### src/hdl/sar_pkg.sv
// Purpose: constants, types and defaults for the sump alarm relay block
// Assumes: 20 MHz system clock, 9600 baud 8E1 serial link
// Notes:   register words are raw 16-bit; 32-bit values sit high word first
`default_nettype none
package sar_pkg;
    // clock and link timing
    localparam int          CLK_HZ      = 20_000_000;
    localparam int          BAUD        = 9600;
    localparam logic [11:0] BIT_CYC     = 12'(CLK_HZ / BAUD);
    localparam logic [11:0] HALF_CYC    = 12'(CLK_HZ / BAUD / 2);
    localparam int          SEC_S       = 1;
    localparam int          SEC_CYC_DEF = CLK_HZ * SEC_S;
    // silence of 3.5 characters of 11 bits ends a frame
    localparam int          GAP_CYC_DEF = (CLK_HZ * 77) / (BAUD * 2);

    // frame coding
    localparam logic [15:0] CRC_POLY = 16'hA001;
    localparam logic [15:0] CRC_INIT = 16'hFFFF;
    localparam logic [7:0]  FC_READ  = 8'h03;
    localparam logic [7:0]  FC_WRITE = 8'h06;
    localparam logic [7:0]  EX_FUNC  = 8'h01;
    localparam logic [7:0]  EX_ADDR  = 8'h02;
    localparam logic [7:0]  EX_FLAG  = 8'h80;
    localparam logic [3:0]  REQ_LEN  = 4'h8;
    localparam int          NREG     = 50;

    // register word indices
    localparam logic [5:0] R_SERIAL = 6'h00, R_REV = 6'h02, R_SENS = 6'h03, R_STAT = 6'h04;
    localparam logic [5:0] R_MODEL = 6'h05, R_SETUP = 6'h06, R_PASS = 6'h07, R_PK1 = 6'h08;
    localparam logic [5:0] R_PK2 = 6'h0A, R_PK3 = 6'h0C, R_FILT = 6'h0E, R_SLOPE = 6'h10;
    localparam logic [5:0] R_OFFS = 6'h12, R_MSPAN = 6'h14, R_MZERO = 6'h16, R_MTSL = 6'h18;
    localparam logic [5:0] R_MTOF = 6'h1A, R_C1LV = 6'h1C, R_C2LV = 6'h1E, R_C1PF = 6'h20;
    localparam logic [5:0] R_C2PF = 6'h22, R_R1HI = 6'h24, R_R2HI = 6'h26, R_SETPT = 6'h28;
    localparam logic [5:0] R_R2LO = 6'h2A, R_DLY1 = 6'h2C, R_DLY2 = 6'h2D, R_MA = 6'h2E;
    localparam logic [5:0] R_FREQ = 6'h30;

    // relay setup byte fields, shared by both relays
    localparam int SU_ACT  = 0;
    localparam int SU_FS   = 1;
    localparam int SU_CALA = 2;
    // status word fields
    localparam int ST_ALM  = 0;
    localparam int ST_REL  = 1;
    localparam int ST_RAW  = 2;
    localparam int ST_CALA = 3;

    // factory values; sensitivity in tenths of a pF
    localparam logic [7:0]  DEF_SENS  = 8'h1E;
    localparam logic [7:0]  SENS_MAX  = 8'h96;
    localparam logic [7:0]  DEF_ID    = 8'h01;
    localparam logic [15:0] DEF_SETUP = 16'h0202;
    localparam logic [15:0] DEF_DLY   = 16'h0014;
    localparam logic [15:0] DEF_FILT  = 16'h0000;
    // arbitrary identity values
    localparam logic [7:0]  MODEL_CODE = 8'h5A;
    localparam logic [15:0] REV_CODE   = 16'h0101;

    typedef enum logic [0:0] {R_IDLE = 1'b0, R_BITS = 1'b1} sar_rx_t;
    typedef enum logic [0:0] {T_IDLE = 1'b0, T_SEND = 1'b1} sar_tx_t;
    typedef enum logic [1:0] {K_READ = 2'b00, K_WRITE = 2'b01, K_EXC = 2'b10} sar_kind_t;

    typedef struct packed {
        logic [2:0]        sy;
        logic              rxl;
        sar_rx_t           rst;
        logic [11:0]       rcyc;
        logic [3:0]        rbit;
        logic [8:0]        rsh;
        logic [16:0]       gap;
        logic [7:0][7:0]   fb;
        logic [3:0]        bcnt;
        logic              bad;
        logic [15:0]       rcrc;
        sar_tx_t           tst;
        logic [11:0]       tcyc;
        logic [3:0]        tbit;
        logic [10:0]       tsh;
        logic [6:0]        tidx;
        logic [6:0]        tlen;
        logic [15:0]       tcrc;
        sar_kind_t         kind;
        logic [7:0]        exc;
        logic [49:0][15:0] regs;
        logic [31:0]       filt;
        logic [24:0]       fcyc;
        logic [24:0]       dcyc;
        logic [15:0]       dsec;
        logic              alarm;
        logic              rel;
    } sar_state_t;

    // factory register image
    function automatic logic [49:0][15:0] def_regs();
        logic [49:0][15:0] r;
        r = '0;
        r[R_SENS]    = {DEF_SENS, 8'h00};
        r[R_MODEL]   = {MODEL_CODE, DEF_ID};
        r[R_SETUP]   = DEF_SETUP;
        r[R_FILT+1]  = DEF_FILT;
        r[R_DLY1]    = DEF_DLY;
        r[R_DLY2]    = DEF_DLY;
        return r;
    endfunction
endpackage
`default_nettype wire

### src/hdl/sar_alarm_map.sv
// Purpose: alarm decision, relay drive and serial register map of the sump alarm
// Assumes: readings are unsigned words in one shared encoding; same-clock sources
// Notes:   half duplex; a frame arriving while an answer is sent is dropped
`timescale 1ns/100ps
`default_nettype none
module sar_alarm_map
    import sar_pkg::*;
#(
    parameter int          SEC_CYCLES = SEC_CYC_DEF,
    parameter int          GAP_CYCLES = GAP_CYC_DEF,
    parameter int          BIT_CYCLES = int'(BIT_CYC),
    parameter logic [31:0] SERIAL     = 32'h0000_0001
) (
    input  wire logic        SYS_CLK,
    input  wire logic        NRST,
    input  wire logic        RS485_RX,
    output logic             RS485_TX,
    output logic             RS485_OE,
    input  wire logic [31:0] CAP_READING,
    input  wire logic [31:0] MA_OUT_VALUE,
    input  wire logic [31:0] OSC_FREQ,
    input  wire logic        RESTORE_DEFAULTS,
    output logic             RELAY1_ENERGIZE,
    output logic             RELAY2_ENERGIZE,
    output logic             ALARM_ACTIVE,
    output logic [31:0]      FILTERED_CAP
);
    sar_state_t  q;
    sar_state_t  d;
    logic        fend;
    logic        go;
    logic        raw;
    logic [31:0] sp;
    logic [7:0]  my_id;
    logic [7:0]  setup;

    // bit timing from the parameter so a bench may shorten it;
    // the default keeps the 9600 baud rate
    localparam logic [11:0] BIT_LEN  = 12'(BIT_CYCLES);
    localparam logic [11:0] BIT_HALF = 12'(BIT_CYCLES / 2);

    // async reset takes this constant image only
    function automatic sar_state_t rst_state();
        sar_state_t s;
        s      = '0;
        s.sy   = 3'h7;
        s.rxl  = 1'b1;
        s.tsh  = 11'h7FF;
        s.rcrc = CRC_INIT;
        s.regs = def_regs();
        return s;
    endfunction
    localparam sar_state_t RST_ST = rst_state();

    // one step of the reflected frame check
    function automatic logic [15:0] crc_upd(input logic [15:0] c, input logic [7:0] b);
        logic [15:0] r;
        r = c ^ {8'h00, b};
        for (int i = 0; i < 8; i++) begin
            r = r[0] ? ((r >> 1) ^ CRC_POLY) : (r >> 1);
        end
        return r;
    endfunction

    // words seen by the master; the status, mA and frequency words show live state
    function automatic logic [15:0] rd_word(input logic [5:0] a);
        unique case (a)
            R_SERIAL:     rd_word = SERIAL[31:16];
            R_SERIAL + 1: rd_word = SERIAL[15:0];
            R_REV:        rd_word = REV_CODE;
            R_STAT: begin
                rd_word = '0;
                rd_word[ST_ALM]  = q.alarm;
                rd_word[ST_REL]  = q.rel;
                rd_word[ST_RAW]  = raw;
                rd_word[ST_CALA] = setup[SU_CALA];
            end
            R_MA:         rd_word = MA_OUT_VALUE[31:16];
            R_MA + 1:     rd_word = MA_OUT_VALUE[15:0];
            R_FREQ:       rd_word = OSC_FREQ[31:16];
            R_FREQ + 1:   rd_word = OSC_FREQ[15:0];
            default:      rd_word = q.regs[a];
        endcase
    endfunction

    function automatic logic writable(input logic [5:0] a);
        return !(a <= R_REV || a == R_STAT || a >= R_MA);
    endfunction

    // byte k of the answer being sent
    function automatic logic [7:0] resp(input logic [6:0] k);
        logic [6:0]  off;
        logic [15:0] w;
        off = (k - 7'h03) >> 1;
        w   = rd_word(6'({q.fb[2], q.fb[3]} + {9'h000, off}));
        unique case (q.kind)
            K_WRITE: resp = q.fb[k[2:0]];
            K_EXC:   resp = (k == 7'h00) ? q.fb[0] : (k == 7'h01) ? (q.fb[1] | EX_FLAG) : q.exc;
            default: begin
                if (k < 7'h02) begin
                    resp = q.fb[k[2:0]];
                end else if (k == 7'h02) begin
                    resp = {q.fb[5][6:0], 1'b0};
                end else begin
                    resp = k[0] ? w[15:8] : w[7:0];
                end
            end
        endcase
    endfunction

    assign my_id = q.regs[R_MODEL][7:0];
    assign setup = q.regs[R_SETUP][7:0];

    // next-state logic for the whole block
    always_comb begin
        logic [15:0] ra;
        logic [15:0] rv;
        logic [7:0]  b;
        logic [7:0]  fsec;
        logic [31:0] diff;
        logic [31:0] step;
        d    = q;
        ra   = {q.fb[2], q.fb[3]};
        rv   = {q.fb[4], q.fb[5]};
        b    = 8'hFF;
        fsec = q.regs[R_FILT + 1][7:0];
        diff = '0;
        step = '0;
        sp   = {q.regs[R_SETPT], q.regs[R_SETPT + 1]};
        // raw first: the status word reads it through rd_word
        raw  = setup[SU_ACT] ? (q.filt > sp) : (q.filt < sp);

        // pin sync: a level counts once the last two stages agree
        d.sy = {q.sy[1:0], RS485_RX};
        if (q.sy[2] == q.sy[1]) begin
            d.rxl = q.sy[2];
        end

        // receiver, 8E1 sampled mid-bit
        unique case (q.rst)
            R_IDLE: begin
                if (!q.rxl) begin
                    d.rst  = R_BITS;
                    d.rcyc = BIT_HALF;
                    d.rbit = 4'h0;
                end
            end
            R_BITS: begin
                if (q.rcyc != 12'h000) begin
                    d.rcyc = q.rcyc - 12'h001;
                end else begin
                    d.rcyc = BIT_LEN - 12'h001;
                    d.rbit = q.rbit + 4'h1;
                    if (q.rbit == 4'h0 && q.rxl) begin
                        d.rst = R_IDLE; // start glitch
                    end else if (q.rbit >= 4'h1 && q.rbit <= 4'h9) begin
                        d.rsh = {q.rxl, q.rsh[8:1]};
                    end else if (q.rbit == 4'hA) begin
                        d.rst = R_IDLE;
                        // bad stop or odd parity spoils the frame
                        if (!q.rxl || ^q.rsh || q.bcnt >= REQ_LEN) begin
                            d.bad = 1'b1;
                        end else begin
                            d.fb[q.bcnt[2:0]] = q.rsh[7:0];
                        end
                        if (q.bcnt != 4'hF) begin
                            d.bcnt = q.bcnt + 4'h1;
                        end
                        d.rcrc = crc_upd(q.rcrc, q.rsh[7:0]);
                    end
                end
            end
        endcase

        // silence timer marks frame end
        if (q.rst != R_IDLE || !q.rxl) begin
            d.gap = '0;
        end else if (q.gap != 17'(GAP_CYCLES)) begin
            d.gap = q.gap + 17'h00001;
        end
        fend = q.gap == 17'(GAP_CYCLES - 1) && q.rst == R_IDLE && q.rxl && q.bcnt != 4'h0;
        // only whole, clean frames for this unit are served
        go = fend && q.tst == T_IDLE && !q.bad && q.bcnt == REQ_LEN && q.rcrc == 16'h0000
             && q.fb[0] == my_id;
        if (fend) begin
            d.bcnt = '0;
            d.bad  = 1'b0;
            d.rcrc = CRC_INIT;
        end

        // request decode
        if (go) begin
            d.kind = K_EXC;
            d.exc  = EX_ADDR;
            d.tlen = 7'h03;
            if (q.fb[1] == FC_READ) begin
                if (rv != 16'h0000 && ({1'b0, ra} + {1'b0, rv}) <= 17'(NREG)) begin
                    d.kind = K_READ;
                    d.tlen = 7'(16'h0003 + {rv[14:0], 1'b0});
                end
            end else if (q.fb[1] == FC_WRITE) begin
                if (ra < 16'(NREG) && writable(ra[5:0])) begin
                    d.kind = K_WRITE;
                    d.tlen = 7'h06;
                    d.regs[ra[5:0]] = rv;
                    if (ra[5:0] == R_SENS && rv[15:8] > SENS_MAX) begin
                        d.regs[R_SENS] = {SENS_MAX, rv[7:0]};
                    end
                    if (ra[5:0] == R_MODEL) begin
                        d.regs[R_MODEL] = {MODEL_CODE, rv[7:0]};
                    end
                end
            end else begin
                d.exc = EX_FUNC;
            end
            d.tst  = T_SEND;
            d.tidx = '0;
            d.tbit = '0;
            d.tcyc = '0;
            d.tcrc = CRC_INIT;
        end

        // transmitter: start, 8 data lsb first, even parity, stop
        unique case (q.tst)
            T_IDLE: d.tsh = 11'h7FF;
            T_SEND: begin
                if (q.tcyc != 12'h000) begin
                    d.tcyc = q.tcyc - 12'h001;
                end else if (q.tbit != 4'h0) begin
                    d.tsh  = {1'b1, q.tsh[10:1]};
                    d.tbit = q.tbit - 4'h1;
                    d.tcyc = BIT_LEN - 12'h001;
                end else if (q.tidx == q.tlen + 7'h02) begin
                    d.tst = T_IDLE;
                end else begin
                    if (q.tidx < q.tlen) begin
                        b      = resp(q.tidx);
                        d.tcrc = crc_upd(q.tcrc, b);
                    end else if (q.tidx == q.tlen) begin
                        b = q.tcrc[7:0];
                    end else begin
                        b = q.tcrc[15:8];
                    end
                    d.tsh  = {1'b1, ^b, b, 1'b0};
                    d.tbit = 4'hA;
                    d.tcyc = BIT_LEN - 12'h001;
                    d.tidx = q.tidx + 7'h01;
                end
            end
        endcase

        // smoothing: each second steps 1/fsec of the remaining gap toward the reading
        d.fcyc = (q.fcyc == 25'(SEC_CYCLES - 1)) ? '0 : q.fcyc + 25'h0000001;
        if (fsec == 8'h00) begin
            d.filt = CAP_READING;
        end else if (q.fcyc == 25'(SEC_CYCLES - 1)) begin
            diff = (CAP_READING >= q.filt) ? CAP_READING - q.filt : q.filt - CAP_READING;
            step = diff / {24'h000000, fsec};
            if (step == 32'h0) begin
                d.filt = CAP_READING; // avoids sticking short of the reading
            end else begin
                d.filt = (CAP_READING >= q.filt) ? q.filt + step : q.filt - step;
            end
        end

        // alarm decision from the shared setup byte
        if (!raw) begin
            d.dcyc  = '0;
            d.dsec  = '0;
            d.alarm = 1'b0;
        end else if (!q.alarm) begin
            if (q.dsec >= q.regs[R_DLY1]) begin
                d.alarm = 1'b1;
            end else if (q.dcyc == 25'(SEC_CYCLES - 1)) begin
                d.dcyc = '0;
                d.dsec = q.dsec + 16'h0001;
            end else begin
                d.dcyc = q.dcyc + 25'h0000001;
            end
        end
        d.rel = setup[SU_FS] ? !q.alarm : q.alarm;

        // restore wins over a same-cycle write
        if (RESTORE_DEFAULTS) begin
            d.regs = def_regs();
        end
    end

    // the single state register
    always_ff @(posedge SYS_CLK or negedge NRST) begin
        if (!NRST) begin
            q <= RST_ST;
        end else begin
            q <= d;
        end
    end

    // outputs come straight from state flops
    assign RS485_TX        = q.tsh[0];
    assign RS485_OE        = q.tst == T_SEND;
    assign RELAY1_ENERGIZE = q.rel;
    assign RELAY2_ENERGIZE = q.rel;
    assign ALARM_ACTIVE    = q.alarm;
    assign FILTERED_CAP    = q.filt;

    // filter seconds of zero mean pass-through
    function automatic logic fsec_zero();
        return q.regs[R_FILT + 1][7:0] == 8'h00;
    endfunction
endmodule
`default_nettype wire

### config.mk
export PLATFORM = sky130hd
export DESIGN_NAME = sar_alarm_map
export DESIGN_NICKNAME = d
export VERILOG_FILES = /design/src/hdl/sar_pkg.sv /design/src/hdl/sar_alarm_map.sv
export SDC_FILE = /design/constraint.sdc
export NUM_CORES = 2
export LEC_CHECK = 0
export ABC_AREA = 0
export BUFFER_PORTS_ARGS = -buffer_cell sky130_fd_sc_hd__buf_2
export CAP_MARGIN = 5
export CORE_MARGIN = 10
export CORE_UTILIZATION = 45
export DETAILED_ROUTE_END_ITERATION = 10
export HOLD_SLACK_MARGIN = 0.03
export PLACE_DENSITY = 0.62
export SYNTH_ARGS = -nofsm -noshare
export SYNTH_HDL_FRONTEND = slang
export SYNTH_SLANG_ARGS = --single-unit
export TNS_END_PERCENT = 50
### constraint.sdc
create_clock -name SYS_CLK -period 147.1 [get_ports SYS_CLK]
set_input_delay 22.065 -clock SYS_CLK [delete_from_list [all_inputs] [get_ports SYS_CLK]]
set_output_delay 22.065 -clock SYS_CLK [all_outputs]
set_load 0.1 [all_outputs]
==> metrics.md <==
| Metric | Value |
|---|---|
| Status | `complete, no violations` |
| Number of port buffers | `136` |
| Final setup margin | `between 20 and 25 ns` |
| Avg Vias per Cell | `6.328` |
| Clock Path Buffers | `3` |
| Met2 usage | `between 40% and 50%` |
| Worst-skew pair later-pin latency | `approximately 0.78 ns` |
| Clk_skew | `~0.054 ns` |
| GR Util met3 | `3.964%` |
| Commonest cells in the netlist | `dfrtp_1 (1048), o21ai_0 (878), nand2_1 (766)` |
| Setup TNS | `0 ns` |
| Syn_area_per_cell | `roughly 8.9 sq um` |
| Slowest stage delay, CP | `between 0.8 and 0.9 ns` |
| Final setup fails | `0` |
| Worst hold stages | `0` |
| Met1 GRT Util | `a little over a third` |
| CP max FO | `31` |
| Tcrit/Tclk final | `between 80% and 90%` |
| Area of the die | `between 150000 and 200000 sq um` |
| Setup bufs post-CTS | `0` |
| Final HPWL DP | `around 190 mm` |
| Die X | `between 400 and 500 microns` |
| CTS buffer count | `roughly 120` |
| Worst reg2reg endpoint | `FILTERED_CAP[31]$_DFFE_PN0P_` |
| Required @ worst endpoint | `~150 ns` |
| Hold Path Origin | `d[1098]$_DFF_PN1_` |
| Drt wl/cell | `24.40 microns` |
| Critical Path AT | `between 100 and 150 ns` |
| Slew HR | `between 10% and 20%` |
| Worst-path clk slew | `about 0.070 ns` |
| Final Max Slew Viols | `0` |
| Final Wtd Congestion | `0.9839` |
| Core region area | `174400 sq um` |
| Yosys Warn Count | `0` |
| Reg2Reg Depth | `between 400 and 500` |
| Vias in the first global route | `between 60000 and 70000` |
| Drt total wl | `270.7 mm` |
| Cts hold-fix bufs | `0` |
| Hold Path Class | `register to register` |
| GR peak layer | `met2` |
| CTS resizes | `0` |
| Fin. Hold Viols | `0` |
| CTS tree | `built` |
| Main synth FF type | `dfrtp_1` |
| Flop2flop setup slack | `around 42 ns` |
| Sequential element share of the synthesized area | `about a third` |
| All-Layer GR Usage | `27.12%` |
| Root buf cell | `clkbuf_16` |
| Grt ovf | `0` |
| Most numerous cell in the Yosys netlist | `dfrtp_1` |
| CP delay by family, top | `compound AO/OA/AOI/OAI gates` |
| Largest net degree at the start of global routing | `about 180` |
| WP buf/inv | `25` |
| Crit-path most repeated cell | `o21a_1` |
| Initial DRC count | `about 7300` |
| Synth Cell Area | `79110 sq um` |
| Worst slew pin tran | `1.283 ns` |
| Routed Antenna Nets | `0` |
| Row cnt | `153` |
| Worst hold path endpoint | `d[1099]$_DFF_PN1_` |
| # DRC | `0` |
| FF-to-FF Start | `FILTERED_CAP[9]$_DFFE_PN0P_` |
| Post-Place Setup Slack | `22.49 ns` |
| Initial cell density of the core | `around 45%` |
| Area delta synth->final | `8.064%` |
| FMAX | `between 7 and 8 MHz` |
| Syn_nets | `9392` |
| EDFF count, synth | `0` |
| Critical path capture point type | `register` |
| Nets | `9189` |
| Tmin final | `125.98 ns` |
| Height of the die | `roughly 440 microns` |
| Cell taking the most area after synthesis | `dfrtp_1` |
| RSZ-0062 raised after global routing | `no` |
| Crit start category | `primary input` |
| Sink Count | `1094` |
| Antenna violations before repair | `10` |
| Yosys top cell area share | `about a third` |
| Synthesis-stage register bit count | `between 1000 and 1500` |
| Crit Path Class | `primary input to register` |
| Unique masters post-synth | `131` |
| Cell count after synthesis | `just under 9000` |
| Ys async rst share | `between 90% and 100%` |
| Crit-path slowest cell | `nor2_1` |
| First-pass GRT wire length | `between 400 and 500 mm` |
| # IOs | `137` |
| Layout cell share with drive strength beyond 1 | `10.91%` |
| Initial DRT Pass Iterations | `7` |
| # H-tree levels | `3` |
| Area contributors post-synth | `dfrtp_1 (33%), ha_1 (6.7%), o21ai_0 (5.6%)` |
| Max-cap viol count | `0` |
| DR vias | `~70000` |
per-layer routing:
metal	vias to the layer above	wire [microns]
met5	-	26
met4	4	12830
met3	521	18630
met2	2667	127100
met1	34851	112100
li1	32159	-
how the worst max path moves through the flow:
| stage | start | to | depth (start not counted) |
|---|---|---|---|
| after floorplan | CAP_READING[3] | FILTERED_CAP[31]$_DFFE_PN0P_ | 482 |
| after global placement | CAP_READING[9] | FILTERED_CAP[31]$_DFFE_PN0P_ | 447 |
| after detailed placement | CAP_READING[9] | FILTERED_CAP[31]$_DFFE_PN0P_ | 448 |
| after CTS | CAP_READING[9] | FILTERED_CAP[31]$_DFFE_PN0P_ | 450 |
| after global routing | CAP_READING[12] | FILTERED_CAP[31]$_DFFE_PN0P_ | 449 |
| final | CAP_READING[9] | FILTERED_CAP[31]$_DFFE_PN0P_ | 450 |
area by class of cell:
type / instances / area, sq um
fill: 16333 / 88900
multi-input combinational: 6928 / 48520
sequential: 1094 / 27440
clock buffer: 181 / 3480
tap: 2325 / 2909
timing repair buffer: 256 / 1664
inverter: 262 / 983.4
clock inverter: 39 / 481.7
antenna: 8 / 20.02
sequential cells by signal, summed over array words and instances (netlist names):
signal,count
ALARM_ACTIVE,1
FILTERED_CAP,32
RELAY1_ENERGIZE,1
RS485_OE,1
RS485_TX,1
d,2
my_id,8
q,1048
placed cells by master, fill, tap and decap left out, drive strengths merged, types with 67 or more instances in the layout:
| master | instances |
|---|---|
| xnor2 | 222 |
| nand4 | 94 |
| nor3 | 303 |
| a31oi | 85 |
| nand3 | 208 |
| nand2 | 768 |
| inv | 266 |
| nand3b | 558 |
| nor4 | 72 |
| a21oi | 481 |
| o21a | 167 |
| nor2 | 604 |
| a211oi | 78 |
| mux2 | 131 |
| mux2i | 122 |
| buf | 256 |
| mux4 | 176 |
| or3 | 67 |
| clkbuf | 181 |
| xor2 | 133 |
| and3 | 78 |
| o31ai | 114 |
| o21ai | 919 |
| dfrtp | 1048 |
| ha | 424 |
| a22o | 72 |
| nand2b | 70 |
| a21o | 78 |
| nor2b | 198 |
per-stage QoR:
step / hold WS (ns) / std cells / utilization, % / instance area [sq um]
floorplan: 0.3452 / 8863 / - / 79110
detailed placement: 0.3503 / 10865 / 46.74 / 81510
finish: 0.3549 / 11093 / 49.02 / 85490
global route: 0.3594 / 11085 / 49.01 / 85470
global placement: 0.3486 / 10865 / 46.74 / 81510
CTS: 0.3573 / 11085 / 49.01 / 85470
logic make-up (layout without fill, tap and decap cells):
family / count (synthesis) / in the layout / share of synthesized area (%)
AOI/OAI and AO/OA: 2453 / 2453 / 19.68
xor gates and xnor gates: 355 / 355 / 3.930
adders and majority gates: 432 / 432 / 6.870
buffers and inverters: 841 / 738 / 4.216
DFF: 1094 / 1094 / 34.68
muxes: 429 / 429 / 8.423
other: 0 / 8 / 0
and+or+nand+nor: 3259 / 3259 / 22.21
Power is not shown: default switching activity piles up to over one toggle a cycle in this logic, so the estimate is an artifact.
